## src/pkg/dsm_pkg.sv

```systemverilog
// Purpose: Shared constants and types for the deep stop mode controller
// Assumes: 100 MHz system clock, 8-bit register port
// Notes:   Offsets are byte addresses on the plain register port
package dsm_pkg;

    // Register offsets
    localparam logic [7:0] DSM_OFS_POWER_CTRL   = 8'h00; // power_mode_control_two
    localparam logic [7:0] DSM_OFS_EXT_INT      = 8'h01; // ext_int_status_control
    localparam logic [7:0] DSM_OFS_WAKE_SEL     = 8'h02;
    localparam logic [7:0] DSM_OFS_STOP_CMD     = 8'h03;
    localparam logic [7:0] DSM_OFS_STATUS       = 8'h04;

    // power_mode_control_two fields
    localparam int DSM_BIT_RECOVERY_FLAG = 3;
    localparam int DSM_BIT_LATCH_ACK     = 2;

    // ext_int_status_control fields
    localparam int DSM_BIT_EDGE_SEL   = 5;
    localparam int DSM_BIT_PIN_EN     = 4;
    localparam int DSM_BIT_INT_FLAG   = 3;
    localparam int DSM_BIT_INT_ACK    = 2;
    localparam int DSM_BIT_INT_EN     = 1;
    localparam int DSM_BIT_LEVEL_MODE = 0;

    // Stop command codes
    localparam logic [1:0] DSM_CMD_PARTIAL   = 2'h2;
    localparam logic [1:0] DSM_CMD_RETENTION = 2'h3;

    // Wake cause codes
    localparam logic [1:0] DSM_WAKE_NONE     = 2'h0;
    localparam logic [1:0] DSM_WAKE_EXT_INT  = 2'h1;
    localparam logic [1:0] DSM_WAKE_KEYPAD   = 2'h2;
    localparam logic [1:0] DSM_WAKE_PERIODIC = 2'h3;

    // Widths
    localparam int DSM_PIN_W    = 8;
    localparam int DSM_KEY_W    = 8;
    localparam int DSM_SEL_W    = 3;
    localparam int DSM_TICK_W   = 17;

    // Self-clocked source: 1 kHz tick from the 100 MHz clock
    localparam int DSM_CLK_HZ       = 100_000_000;
    localparam int DSM_SRC_HZ       = 1_000;
    localparam int DSM_SRC_DIV      = DSM_CLK_HZ / DSM_SRC_HZ;

    localparam logic [DSM_SEL_W-1:0] DSM_SEL_OFF = 3'h0;
    localparam logic [7:0]           DSM_ZERO8   = 8'h00;

    typedef enum logic [2:0] {
        DSM_RUN,
        DSM_PARTIAL_STOP,
        DSM_PARTIAL_WAKE,
        DSM_RETENTION_STOP,
        DSM_RETENTION_WAKE
    } dsm_state_t;

endpackage

```

## src/pkg/dsm_wake_if.sv

```systemverilog
// Purpose: Carries the periodic wake timer link between controller and timer
// Assumes: Single clock domain
// Notes:   Controller owns the select, timer owns the wake pulse
`timescale 1ns/10ps
interface dsm_wake_if;
    import dsm_pkg::*;

    logic [DSM_SEL_W-1:0] wake_sel;
    logic                 wake_pulse;
    logic                 source_on;

    modport ctrl (
        output wake_sel,
        input  wake_pulse,
        input  source_on
    );

    modport timer (
        input  wake_sel,
        output wake_pulse,
        output source_on
    );
endinterface

```

## src/dsm_periodic_wake.sv

```systemverilog
// Purpose: Periodic wake timer on a self-clocked 1 kHz tick
// Assumes: The tick is an enable pulse derived from the system clock
// Notes:   Select of zero stops both the source and the timer
`timescale 1ns/10ps
module dsm_periodic_wake
    import dsm_pkg::*;
(
    // Clock and reset
    input  wire logic  clk_sys_i,
    input  wire logic  reset_i,
    // Controller link
    dsm_wake_if.timer  wake
);

    logic [DSM_TICK_W-1:0] src_cnt_q;
    logic                  src_tick;
    logic [9:0]            period_cnt_q;
    logic [9:0]            period_lim;

    // Period in 1 kHz ticks: 8, 32, 64, 128, 256, 512, 1024 ms
    always_comb begin
        case (wake.wake_sel)
            3'h1:    period_lim = 10'h007;
            3'h2:    period_lim = 10'h01f;
            3'h3:    period_lim = 10'h03f;
            3'h4:    period_lim = 10'h07f;
            3'h5:    period_lim = 10'h0ff;
            3'h6:    period_lim = 10'h1ff;
            default: period_lim = 10'h3ff;
        endcase
    end

    assign wake.source_on = (wake.wake_sel != DSM_SEL_OFF);

    always_ff @(posedge clk_sys_i or posedge reset_i) begin
        if (reset_i) begin
            src_cnt_q <= '0;
        end else if (!wake.source_on || src_cnt_q == DSM_TICK_W'(DSM_SRC_DIV - 1)) begin
            src_cnt_q <= '0;
        end else begin
            src_cnt_q <= src_cnt_q + 1'b1;
        end
    end

    assign src_tick = wake.source_on && (src_cnt_q == DSM_TICK_W'(DSM_SRC_DIV - 1));

    // Period counter, restarts whenever the source is off
    always_ff @(posedge clk_sys_i or posedge reset_i) begin
        if (reset_i) begin
            period_cnt_q <= '0;
        end else if (!wake.source_on) begin
            period_cnt_q <= '0;
        end else if (src_tick) begin
            period_cnt_q <= (period_cnt_q >= period_lim) ? 10'h000 : period_cnt_q + 1'b1;
        end
    end

    always_ff @(posedge clk_sys_i or posedge reset_i) begin
        if (reset_i) begin
            wake.wake_pulse <= 1'b0;
        end else begin
            wake.wake_pulse <= src_tick && (period_cnt_q >= period_lim);
        end
    end

endmodule

```

## src/dsm_controller.sv

```systemverilog
// Purpose: Deep stop mode controller for partial power-down and retention stops
// Assumes: Pins are asynchronous to clk_sys_i; processor commands a stop by register
// Notes:   Stop clocks are modelled as gate outputs; the controller itself keeps
//          running so the synchronised wake paths stand in for the asynchronous ones.
`timescale 1ns/10ps
module dsm_controller
    import dsm_pkg::*;
(
    // Clock and reset
    input  wire logic                 clk_sys_i,
    input  wire logic                 reset_i,
    // Register port
    input  wire logic [7:0]           reg_addr_i,
    input  wire logic [7:0]           reg_wdata_i,
    input  wire logic                 reg_wr_i,
    input  wire logic                 reg_rd_i,
    output logic      [7:0]           reg_rdata_o,
    // Wake pins
    input  wire logic                 reset_pin_n_i,
    input  wire logic                 ext_int_pin_i,
    input  wire logic [DSM_KEY_W-1:0] keypad_interrupt_pins_i,
    input  wire logic [DSM_KEY_W-1:0] keypad_enable_i,
    // Pin drive path from port logic
    input  wire logic [DSM_PIN_W-1:0] port_out_i,
    input  wire logic [DSM_PIN_W-1:0] port_oe_i,
    input  wire logic [DSM_PIN_W-1:0] periph_out_i,
    input  wire logic [DSM_PIN_W-1:0] periph_oe_i,
    input  wire logic [DSM_PIN_W-1:0] periph_en_i,
    output logic      [DSM_PIN_W-1:0] pin_out_o,
    output logic      [DSM_PIN_W-1:0] pin_oe_o,
    // Ext pin pull control
    output logic                      ext_pull_up_o,
    output logic                      ext_pull_down_o,
    // System power and clock control
    output logic                      sys_clk_en_o,
    output logic                      osc_en_o,
    output logic                      clock_generator_en_o,
    output logic                      analog_converter_en_o,
    output logic                      regulator_standby_o,
    output logic                      core_power_on_o,
    output logic                      periph_reset_o,
    output logic                      retention_hold_o,
    // Vector request to the processor
    output logic                      reset_vector_o,
    output logic                      int_vector_o,
    output logic [1:0]                wake_cause_o,
    output logic                      ext_int_req_o
);

    dsm_wake_if wake ();

    dsm_state_t state_q;

    logic       rst_pin_m_q, rst_pin_q;
    logic       ext_m_q, ext_q, ext_prev_q;
    logic [DSM_KEY_W-1:0] key_m_q, key_q;

    logic       recovery_flag_q;
    logic       latch_closed_q;
    logic [DSM_PIN_W-1:0] latch_out_q, latch_oe_q;
    logic       pin_en_q, edge_sel_q, level_mode_q, int_en_q, ext_flag_q;
    logic [DSM_SEL_W-1:0] wake_sel_q;
    logic [1:0] cause_q;
    logic       reset_vec_q, int_vec_q;

    logic       wr_power, wr_ext, wr_sel, wr_cmd;
    logic       ack_write;
    logic       ext_active, ext_edge, ext_event;
    logic       stop_ext_wake, key_wake, stopped;

    // Register write decode
    assign wr_power = reg_wr_i && (reg_addr_i == DSM_OFS_POWER_CTRL);
    assign wr_ext   = reg_wr_i && (reg_addr_i == DSM_OFS_EXT_INT);
    assign wr_sel   = reg_wr_i && (reg_addr_i == DSM_OFS_WAKE_SEL);
    assign wr_cmd   = reg_wr_i && (reg_addr_i == DSM_OFS_STOP_CMD);
    assign ack_write = wr_power && reg_wdata_i[DSM_BIT_LATCH_ACK];

    // Pin synchronisers; first stage read only by the second
    always_ff @(posedge clk_sys_i or posedge reset_i) begin
        if (reset_i) begin
            rst_pin_m_q <= 1'b1;
            rst_pin_q   <= 1'b1;
            ext_m_q     <= 1'b1;
            ext_q       <= 1'b1;
            key_m_q     <= '1;
            key_q       <= '1;
        end else begin
            rst_pin_m_q <= reset_pin_n_i;
            rst_pin_q   <= rst_pin_m_q;
            ext_m_q     <= ext_int_pin_i;
            ext_q       <= ext_m_q;
            key_m_q     <= keypad_interrupt_pins_i;
            key_q       <= key_m_q;
        end
    end

    // Previous ext pin level for edge detection
    always_ff @(posedge clk_sys_i or posedge reset_i) begin
        if (reset_i) begin
            ext_prev_q <= 1'b1;
        end else begin
            ext_prev_q <= ext_q;
        end
    end

    // polarity from edge select, edge or level
    assign ext_active = edge_sel_q ? ext_q : !ext_q;
    assign ext_edge   = edge_sel_q ? (ext_q && !ext_prev_q) : (!ext_q && ext_prev_q);
    assign ext_event  = pin_en_q && (ext_edge || (level_mode_q && ext_active));

    // active low in partial stop regardless of edge select; pin enable still required
    assign stop_ext_wake = pin_en_q && ((state_q == DSM_PARTIAL_STOP) ? !ext_q : ext_active);
    assign key_wake      = |(~key_q & keypad_enable_i);
    assign stopped       = (state_q == DSM_PARTIAL_STOP) || (state_q == DSM_RETENTION_STOP);

    // Ext interrupt control and flag
    always_ff @(posedge clk_sys_i or posedge reset_i) begin
        if (reset_i) begin
            pin_en_q     <= 1'b0;
            edge_sel_q   <= 1'b0;
            level_mode_q <= 1'b0;
            int_en_q     <= 1'b0;
        end else if (state_q == DSM_PARTIAL_WAKE || (state_q == DSM_RETENTION_WAKE && reset_vec_q)) begin
            pin_en_q     <= 1'b0;
            edge_sel_q   <= 1'b0;
            level_mode_q <= 1'b0;
            int_en_q     <= 1'b0;
        end else if (wr_ext) begin
            pin_en_q     <= reg_wdata_i[DSM_BIT_PIN_EN];
            edge_sel_q   <= reg_wdata_i[DSM_BIT_EDGE_SEL];
            level_mode_q <= reg_wdata_i[DSM_BIT_LEVEL_MODE];
            int_en_q     <= reg_wdata_i[DSM_BIT_INT_EN];
        end
    end

    // Flag: a new event wins over a clear in the same cycle
    always_ff @(posedge clk_sys_i or posedge reset_i) begin
        if (reset_i) begin
            ext_flag_q <= 1'b0;
        end else if (ext_event && !stopped) begin
            ext_flag_q <= 1'b1;
        end else if (state_q == DSM_PARTIAL_WAKE) begin
            ext_flag_q <= 1'b0;
        end else if (wr_ext && reg_wdata_i[DSM_BIT_INT_ACK]) begin
            ext_flag_q <= 1'b0;
        end
    end

    // interrupt raised only when enabled, else flag only
    assign ext_int_req_o = ext_flag_q && int_en_q;

    always_ff @(posedge clk_sys_i or posedge reset_i) begin
        if (reset_i) begin
            wake_sel_q <= DSM_SEL_OFF;
        end else if (wr_sel) begin
            wake_sel_q <= reg_wdata_i[DSM_SEL_W-1:0];
        end
    end

    assign wake.wake_sel = wake_sel_q;

    dsm_periodic_wake u_periodic (
        .clk_sys_i (clk_sys_i),
        .reset_i   (reset_i),
        .wake      (wake.timer)
    );

    // Stop sequencing
    always_ff @(posedge clk_sys_i or posedge reset_i) begin
        if (reset_i) begin
            state_q <= DSM_RUN;
        end else begin
            case (state_q)
                DSM_RUN: begin
                    if (wr_cmd && reg_wdata_i[1:0] == DSM_CMD_PARTIAL) begin
                        state_q <= DSM_PARTIAL_STOP;
                    end else if (wr_cmd && reg_wdata_i[1:0] == DSM_CMD_RETENTION) begin
                        state_q <= DSM_RETENTION_STOP;
                    end
                end
                DSM_PARTIAL_STOP: begin
                    // only reset pin, ext pin, periodic
                    if (!rst_pin_q || stop_ext_wake || wake.wake_pulse) begin
                        state_q <= DSM_PARTIAL_WAKE;
                    end
                end
                DSM_PARTIAL_WAKE: begin
                    state_q <= DSM_RUN;
                end
                DSM_RETENTION_STOP: begin
                    if (!rst_pin_q || stop_ext_wake || key_wake || wake.wake_pulse) begin
                        state_q <= DSM_RETENTION_WAKE;
                    end
                end
                DSM_RETENTION_WAKE: begin
                    state_q <= DSM_RUN;
                end
                default: state_q <= DSM_RUN;
            endcase
        end
    end

    always_ff @(posedge clk_sys_i or posedge reset_i) begin
        if (reset_i) begin
            reset_vec_q <= 1'b0;
            int_vec_q   <= 1'b0;
            cause_q     <= DSM_WAKE_NONE;
        end else begin
            reset_vec_q <= 1'b0;
            int_vec_q   <= 1'b0;
            if (state_q == DSM_PARTIAL_STOP && (!rst_pin_q || stop_ext_wake || wake.wake_pulse)) begin
                // partial wake always takes the reset vector
                reset_vec_q <= 1'b1;
                cause_q     <= !rst_pin_q ? DSM_WAKE_NONE :
                               stop_ext_wake ? DSM_WAKE_EXT_INT : DSM_WAKE_PERIODIC;
            end else if (state_q == DSM_RETENTION_STOP) begin
                if (!rst_pin_q) begin
                    reset_vec_q <= 1'b1;
                    cause_q     <= DSM_WAKE_NONE;
                end else if (stop_ext_wake) begin
                    int_vec_q <= 1'b1;
                    cause_q   <= DSM_WAKE_EXT_INT;
                end else if (key_wake) begin
                    int_vec_q <= 1'b1;
                    cause_q   <= DSM_WAKE_KEYPAD;
                end else if (wake.wake_pulse) begin
                    int_vec_q <= 1'b1;
                    cause_q   <= DSM_WAKE_PERIODIC;
                end
            end
        end
    end

    // recovery flag set on partial wake, cleared by acknowledge
    always_ff @(posedge clk_sys_i or posedge reset_i) begin
        if (reset_i) begin
            recovery_flag_q <= 1'b0;
        end else if (state_q == DSM_PARTIAL_WAKE) begin
            recovery_flag_q <= 1'b1;
        end else if (ack_write) begin
            // flag cleared by the same write
            recovery_flag_q <= 1'b0;
        end
    end

    // latch pin state on partial stop entry
    always_ff @(posedge clk_sys_i or posedge reset_i) begin
        if (reset_i) begin
            latch_closed_q <= 1'b0;
            latch_out_q    <= '0;
            latch_oe_q     <= '0;
        end else if (state_q == DSM_RUN && wr_cmd && reg_wdata_i[1:0] == DSM_CMD_PARTIAL) begin
            latch_closed_q <= 1'b1;
            latch_out_q    <= pin_out_o;
            latch_oe_q     <= pin_oe_o;
        end else if (ack_write && state_q == DSM_RUN) begin
            // latches open with the flag clear
            latch_closed_q <= 1'b0;
        end
    end

    // disabled peripheral hands pin to port control
    // unrestored port registers show reset states
    // retention pins held by the retained drive logic
    always_comb begin
        if (latch_closed_q) begin
            pin_out_o = latch_out_q;
            pin_oe_o  = latch_oe_q;
        end else begin
            pin_out_o = (periph_en_i & periph_out_i) | (~periph_en_i & port_out_i);
            pin_oe_o  = (periph_en_i & periph_oe_i) | (~periph_en_i & port_oe_i);
        end
    end

    assign ext_pull_down_o = pin_en_q && edge_sel_q;
    assign ext_pull_up_o   = pin_en_q && !edge_sel_q;

    // retention halts clocks, converter, regulator standby
    assign sys_clk_en_o          = !stopped;
    assign osc_en_o              = !stopped;
    assign clock_generator_en_o  = !stopped;
    assign analog_converter_en_o = !stopped;
    assign regulator_standby_o   = stopped;
    // core off in partial stop, peripherals reset on its wake
    assign core_power_on_o       = (state_q != DSM_PARTIAL_STOP);
    assign periph_reset_o        = (state_q == DSM_PARTIAL_STOP) || (state_q == DSM_PARTIAL_WAKE);
    // retention keeps register and memory content
    assign retention_hold_o      = (state_q == DSM_RETENTION_STOP);
    assign reset_vector_o        = reset_vec_q;
    assign int_vector_o          = int_vec_q;
    assign wake_cause_o          = cause_q;

    // Register read, data one cycle later; unmapped reads zero
    always_ff @(posedge clk_sys_i or posedge reset_i) begin
        if (reset_i) begin
            reg_rdata_o <= DSM_ZERO8;
        end else if (reg_rd_i) begin
            case (reg_addr_i)
                DSM_OFS_POWER_CTRL: reg_rdata_o <= {4'h0, recovery_flag_q, 3'h0};
                DSM_OFS_EXT_INT:    reg_rdata_o <= {2'h0, edge_sel_q, pin_en_q, ext_flag_q, 1'b0,
                                                    int_en_q, level_mode_q};
                DSM_OFS_WAKE_SEL:   reg_rdata_o <= {5'h00, wake_sel_q};
                DSM_OFS_STATUS:     reg_rdata_o <= {1'b0, wake.source_on, latch_closed_q, state_q, cause_q};
                default:            reg_rdata_o <= DSM_ZERO8;
            endcase
        end else begin
            reg_rdata_o <= DSM_ZERO8;
        end
    end

endmodule

```

## config.mk

```make
export PLATFORM = sky130hd
export DESIGN_NAME = dsm_controller
export DESIGN_NICKNAME = d
export VERILOG_FILES = /design/src/pkg/dsm_pkg.sv /design/src/pkg/dsm_wake_if.sv /design/src/dsm_periodic_wake.sv /design/src/dsm_controller.sv
export SDC_FILE = /design/constraint.sdc
export NUM_CORES = 1
export LEC_CHECK = 0
export ABC_AREA = 1
export BUFFER_PORTS_ARGS = -buffer_cell sky130_fd_sc_hd__buf_4
export CAP_MARGIN = 20
export CORE_MARGIN = 2
export CORE_UTILIZATION = 33
export DETAILED_ROUTE_END_ITERATION = 8
export GPL_TIMING_DRIVEN = 0
export SLEW_MARGIN = 20
export SYNTH_ARGS = -nofsm -noshare
export SYNTH_HDL_FRONTEND = slang
export SYNTH_SLANG_ARGS = --single-unit
```

## constraint.sdc

```tcl
create_clock -name clk_sys_i -period 4.48 [get_ports clk_sys_i]
set_clock_uncertainty 0.05 [all_clocks]
set_input_delay 0.896 -clock clk_sys_i [delete_from_list [all_inputs] [get_ports clk_sys_i]]
set_output_delay 0.896 -clock clk_sys_i [all_outputs]
set_load 0.01 [all_outputs]
```

# Word level (Yosys, flattened, before mapping)
# Index checks and enable logic that the tools add are counted.
# W data, S select, Z words.
# totals
word_cells	159
ff_bits	90
out_inout_bits	39
in_bits	78
# op_classes
n_mux	49
reduce_logical	50
bitwise	9
magnitude_cmp	1
eq_ne	23
add_sub_neg	2
# ops
operator	n
$pmux W10 S6	1
$and A8 B8 Y8	5
$mux W10	3
$pmux W7 S4	1
$mux W1	27
$logic_and A1 B1 Y1	24
$mux W8	3
$add A17 B1 Y17 const B	1
$eq A17 B17 Y1 const B	1
$mux W17	1
$eq A8 B2 Y1 const B	2
$mux W2	8
$not A8 Y8	2
$or A8 B8 Y8	2
$eq A3 B2 Y1 const B	4
$eq A3 B3 Y1 const B	4
$mux W3	4
$add A10 B1 Y10 const B	1
$ge A10 B10 Y1	1
$logic_or A1 B1 Y1	9
$pmux W3 S3	1
$eq A8 B1 Y1 const B	1
$eq A8 B3 Y1 const B	1
$logic_not A8 Y1	1
other kinds (14)	26

# Depth between registers and ports, before layout
# logic_depth
word_depth	9
depth_mapped	14

# By module
# Synthesis repeated with hierarchy kept, for this count alone.
# hier_totals
cells_unflattened	606
area_unflattened_um2	4737.0
# modules_own_cells
mod	seq_area_each_um2	cells_per_inst	area_per_inst_um2	n_inst
dsm_controller	1552.7	357	2952.8	1
dsm_periodic_wake	700.7	249	1784.2	1

# Least setup slack after synthesis
# Ideal clock, no wire load.
# synth_timing
kind	input to output
from	input port_oe_i[0]
to	output pin_oe_o[0]
arrival_time_ns	1.216
setup_slack_ns	2.318
stages	2
path_buffers	0
path_cell_list	o211ai_1 -> o21ai_0
# synth_via
elab_chain_cells	3
# synth_rtl
item	line_no	rtl
start: declaration	dsm_controller.sv:25	input wire logic [DSM_PIN_W-1:0] port_oe_i,
$and A8 B8 Y8	dsm_controller.sv:271	pin_oe_o = (periph_en_i & periph_oe_i) | (~periph_en_i & port_oe_i);
$or A8 B8 Y8	dsm_controller.sv:271	
$mux W8	dsm_controller.sv:266	if (latch_closed_q) begin
end: declaration	dsm_controller.sv:30	output logic [DSM_PIN_W-1:0] pin_oe_o,
# Every way passes these cells.

# Worst setup path after layout
# layout_timing
from	register latch_closed_q
to	output pin_out_o[7]
# layout_via
elab_chain_cells	1
# layout_rtl
item	line_no	rtl
start: declaration	dsm_controller.sv:59	logic latch_closed_q;
start signal: assignment	dsm_controller.sv:249	latch_closed_q <= 1'b0;
start signal: assignment	dsm_controller.sv:253	latch_closed_q <= 1'b1;
start signal: assignment	dsm_controller.sv:258	latch_closed_q <= 1'b0;
$mux W8	dsm_controller.sv:266	
end: declaration	dsm_controller.sv:29	output logic [DSM_PIN_W-1:0] pin_out_o,
# Every way passes these cells.

==> impl_results.md <==
- Hold Vio Cnt, Final: 0
- Status: complete, no violations
- CP Data Arrival Time: 1810 ps
- Diode count: 0
- Mapped cell area: 4670 um2
- Core box area: ~14000 um2
- Syn avg cell area: 8.03 um2
- Routed Wire Length: 10900 um
- Setup_tns: 0 ps
- Io pins: about 120
- RSZ-0062 raised after global routing: false
- Tot GR Track Use: 0.150
- VDD IR max: about 0.0003 V
- Most common cell after layout, fill and taps aside: nand2_1
- Share of Yosys cell area claimed by the top area cell type: 0.365
- Leak: 0.00309 uW
- Fin nets: 790
- Largest cells by area after synthesis: dfrtp_1 36%, dfstp_2 12%, nand2_1 9.6%, inv_1 7.8%, nor2_1 4.9%
- Total gr overflow: 0
- Initial Util: 0.338
- Post-DP HPWL: 8370 um
- Worst R2R End: u_periodic.period_cnt_q[1]
- P per Cell Area: 366 nW/um2
- Crit-path max FO: 10
- Max Cap Violations: 0
- Clock Latency Late Sink: 350 ps
- Die ar.: around 15000 um2
- Yosys top cell by area: dfrtp_1
- Largest delay contributor family on the critical path: buffers and inverters
- Crit path buf inv count: 3
- Setup repair bufs after CTS: 0
- Core Util, Final: 0.440
- Pre-CTS setup slack: 1960 ps
- Endpoints failing setup: 0
- Netlist cell types: 44
- Minimum clock period: 2760 ps
- H-tree depth: 3
- Post-synthesis register bit count: 89
- Hold Path Depth: 0
- Critical path class: reg2out
- Antenna-violating nets left: 0
- Synthesized instance count: 581
- Final Worst Setup Slack: about 1700 ps
- Yosys warnings: 0
- Number of hold buffers added after cts: 0
- Worst reg2reg setup slack: about 2300 ps
- Number of DRC markers in iteration 0: 287
- Area grow syn2layout: 30.3%
- Worst hold path class: reg2reg
- Die Ht: between 100 and 150 um
- Clock root buffer: clkbuf_16
- Chip Width: 123 um
- Clock transition at the registers of the reported paths: approximately 60 ps
- Synthesized net count: ~670
- Hold path start: key_m_q[4]
- Layout fillers: 1365
- Detailed-route via count: approximately 4.2k
- WL per Instance: 12.3 um
- Routed vias/inst: 4.70
- Sequential-to-total area share from yosys stat: 0.483
- Worst path max stage delay: 410 ps
- Share of layout cells above drive strength 1: 0.277
- CTS tree: built
- Worst path slowest cell: dfrtp_1
- Drt first pass iters: 4
- Crit. End Element: output port
- Worst path required time: 3530 ps
- Most frequent cells in the layout: 120 x nand2_1, 117 x buf_4, 96 x inv_1, 68 x dfrtp_1, 61 x nor2_1
- Post_cts resized: 0
- PortBufs: 112
- Final-report max-slew violation count: 0
- GPL Wtd Cong: approximately 0.82
- Crit start category: register
- F_max: between 0.3 and 0.4 GHz
- Largest net degree at the start of global routing: 59
- Number of CTS-inserted buffers: 9
- Rows: 43
- WHS Endpoint: key_q[4]
- Vias in the first global route: 3903
- Reg-to-reg startpoint: wake.wake_sel[1]
- Drc violations: 0
- Final period util: 0.616
- Crit path cell chain: inv_1 -> clkbuf_1 -> o211ai_1 -> o21ai_0 -> buf_4
- Clock sink count: 89
- CTS Buffer Depth: 2
- FF-to-FF path depth: 13
- First-pass GRT wire length: between 15000 and 20000 um
- Antenna violations before repair: 0
how the worst max path moves through the flow:
stage / cells after the start / endpoint / slack [ps] / from
after floorplan: 1 / edge_sel_q / 1260 / reset_i
after global placement: 2 / latch_out_q[3] / 210 / reset_i
after detailed placement: 4 / pin_out_o[5] / 1960 / periph_en_i[5]
after CTS: 5 / pin_oe_o[6] / 1730 / latch_closed_q
after global routing: 5 / pin_oe_o[6] / 1580 / latch_closed_q
final: 5 / pin_out_o[7] / 1720 / latch_closed_q
layer usage:
layer | global-route usage | part of all wire | wire length (um) | vias up
li1 | - | - | - | 2096
met1 | 0.182 | 0.43 | 4680 | 1961
met2 | 0.251 | 0.50 | 5420 | 114
met3 | 0.0406 | 0.058 | 639 | 12
met4 | 0.0596 | 0.017 | 186 | 0
met5 | 0 | 0 | 0 | -
cell type report:
| type | count | area, um2 | share of cell area |
|---|---|---|---|
| flip-flops and latches | 89 | 2250 | 0.370 |
| multi-input cells | 374 | 1920 | 0.316 |
| repair buffers | 113 | 868 | 0.143 |
| inverters | 104 | 395 | 0.0650 |
| clock buffers | 14 | 307 | 0.0504 |
| well taps | 180 | 225 | 0.0370 |
| plain buffers | 14 | 98.8 | 0.0162 |
| clock inverters | 2 | 12.5 | 0.00206 |
flip-flops by register name, summed over array words and instances (netlist names), 3 cells and up:
signal / flops
key_m_q: 8
key_q: 8
latch_oe_q: 8
latch_out_q: 8
reg_rdata_o: 7
state_q: 3
u_periodic.period_cnt_q: 10
u_periodic.src_cnt_q: 17
wake.wake_sel: 3
cells by family after synthesis:
kind of cell,after synthesis,share of synthesized area
AND/OR/NAND/NOR,260,0.261
buffers and inverters,118,0.105
AO/OA/AOI/OAI,101,0.122
flip-flops,89,0.483
adder cells (fa/ha/maj),7,0.0188
XOR/XNOR,5,0.00938
other,1,0.000803
synthesized netlist by cell type, drive strengths merged:
| master | number |
|---|---|
| nand2 | 128 |
| inv | 104 |
| nor2 | 69 |
| dfrtp | 68 |
| o21ai | 41 |
| a21oi | 35 |
| nand3 | 32 |
| dfstp | 21 |
| o211ai | 18 |
| nor3 | 15 |
| buf | 12 |
| nand4 | 8 |
| ha | 7 |
| xor2 | 4 |
| nor3b | 3 |
| clkbuf | 2 |
| nor4 | 2 |
| o22ai | 2 |
| or2 | 2 |
| a211oi | 1 |
| a21boi | 1 |
| a31oi | 1 |
| conb | 1 |
| nand3b | 1 |
| o21a | 1 |
| o21bai | 1 |
| xnor2 | 1 |
power by group:
| group | switching (uW) | leakage, uW | internal, uW | total [uW] |
|---|---|---|---|---|
| Clock | 309 | 0.000160 | 475 | 784 |
| Combinational | 297 | 0.00186 | 237 | 535 |
| Sequential | 44.0 | 0.00107 | 863 | 907 |
worst register-to-register path, delay by kind of cell, from the launching register on:
| family | cells | cell delay (ps) |
|---|---|---|
| buffers and inverters | 3 | 300 |
| flip-flops | 1 | 430 |
| AND/OR/NAND/NOR | 9 | 940 |
| adder cells (fa/ha/maj) | 1 | 310 |
through the flow:
step / power (uW) / std cells / area, um2 / hold slack (ps)
2_1_floorplan: 1220 / 581 / 4670 / 295
3_3_place_gp: 1440 / 873 / 5730 / 296
3_5_place_dp: 1460 / 874 / 5760 / 297
4_1_cts: 2260 / 890 / 6080 / 305
5_1_grt: 2360 / 890 / 6080 / 301
6_report: 2220 / 890 / 6080 / 305
Note: power is estimated with default switching activity, not from simulation.
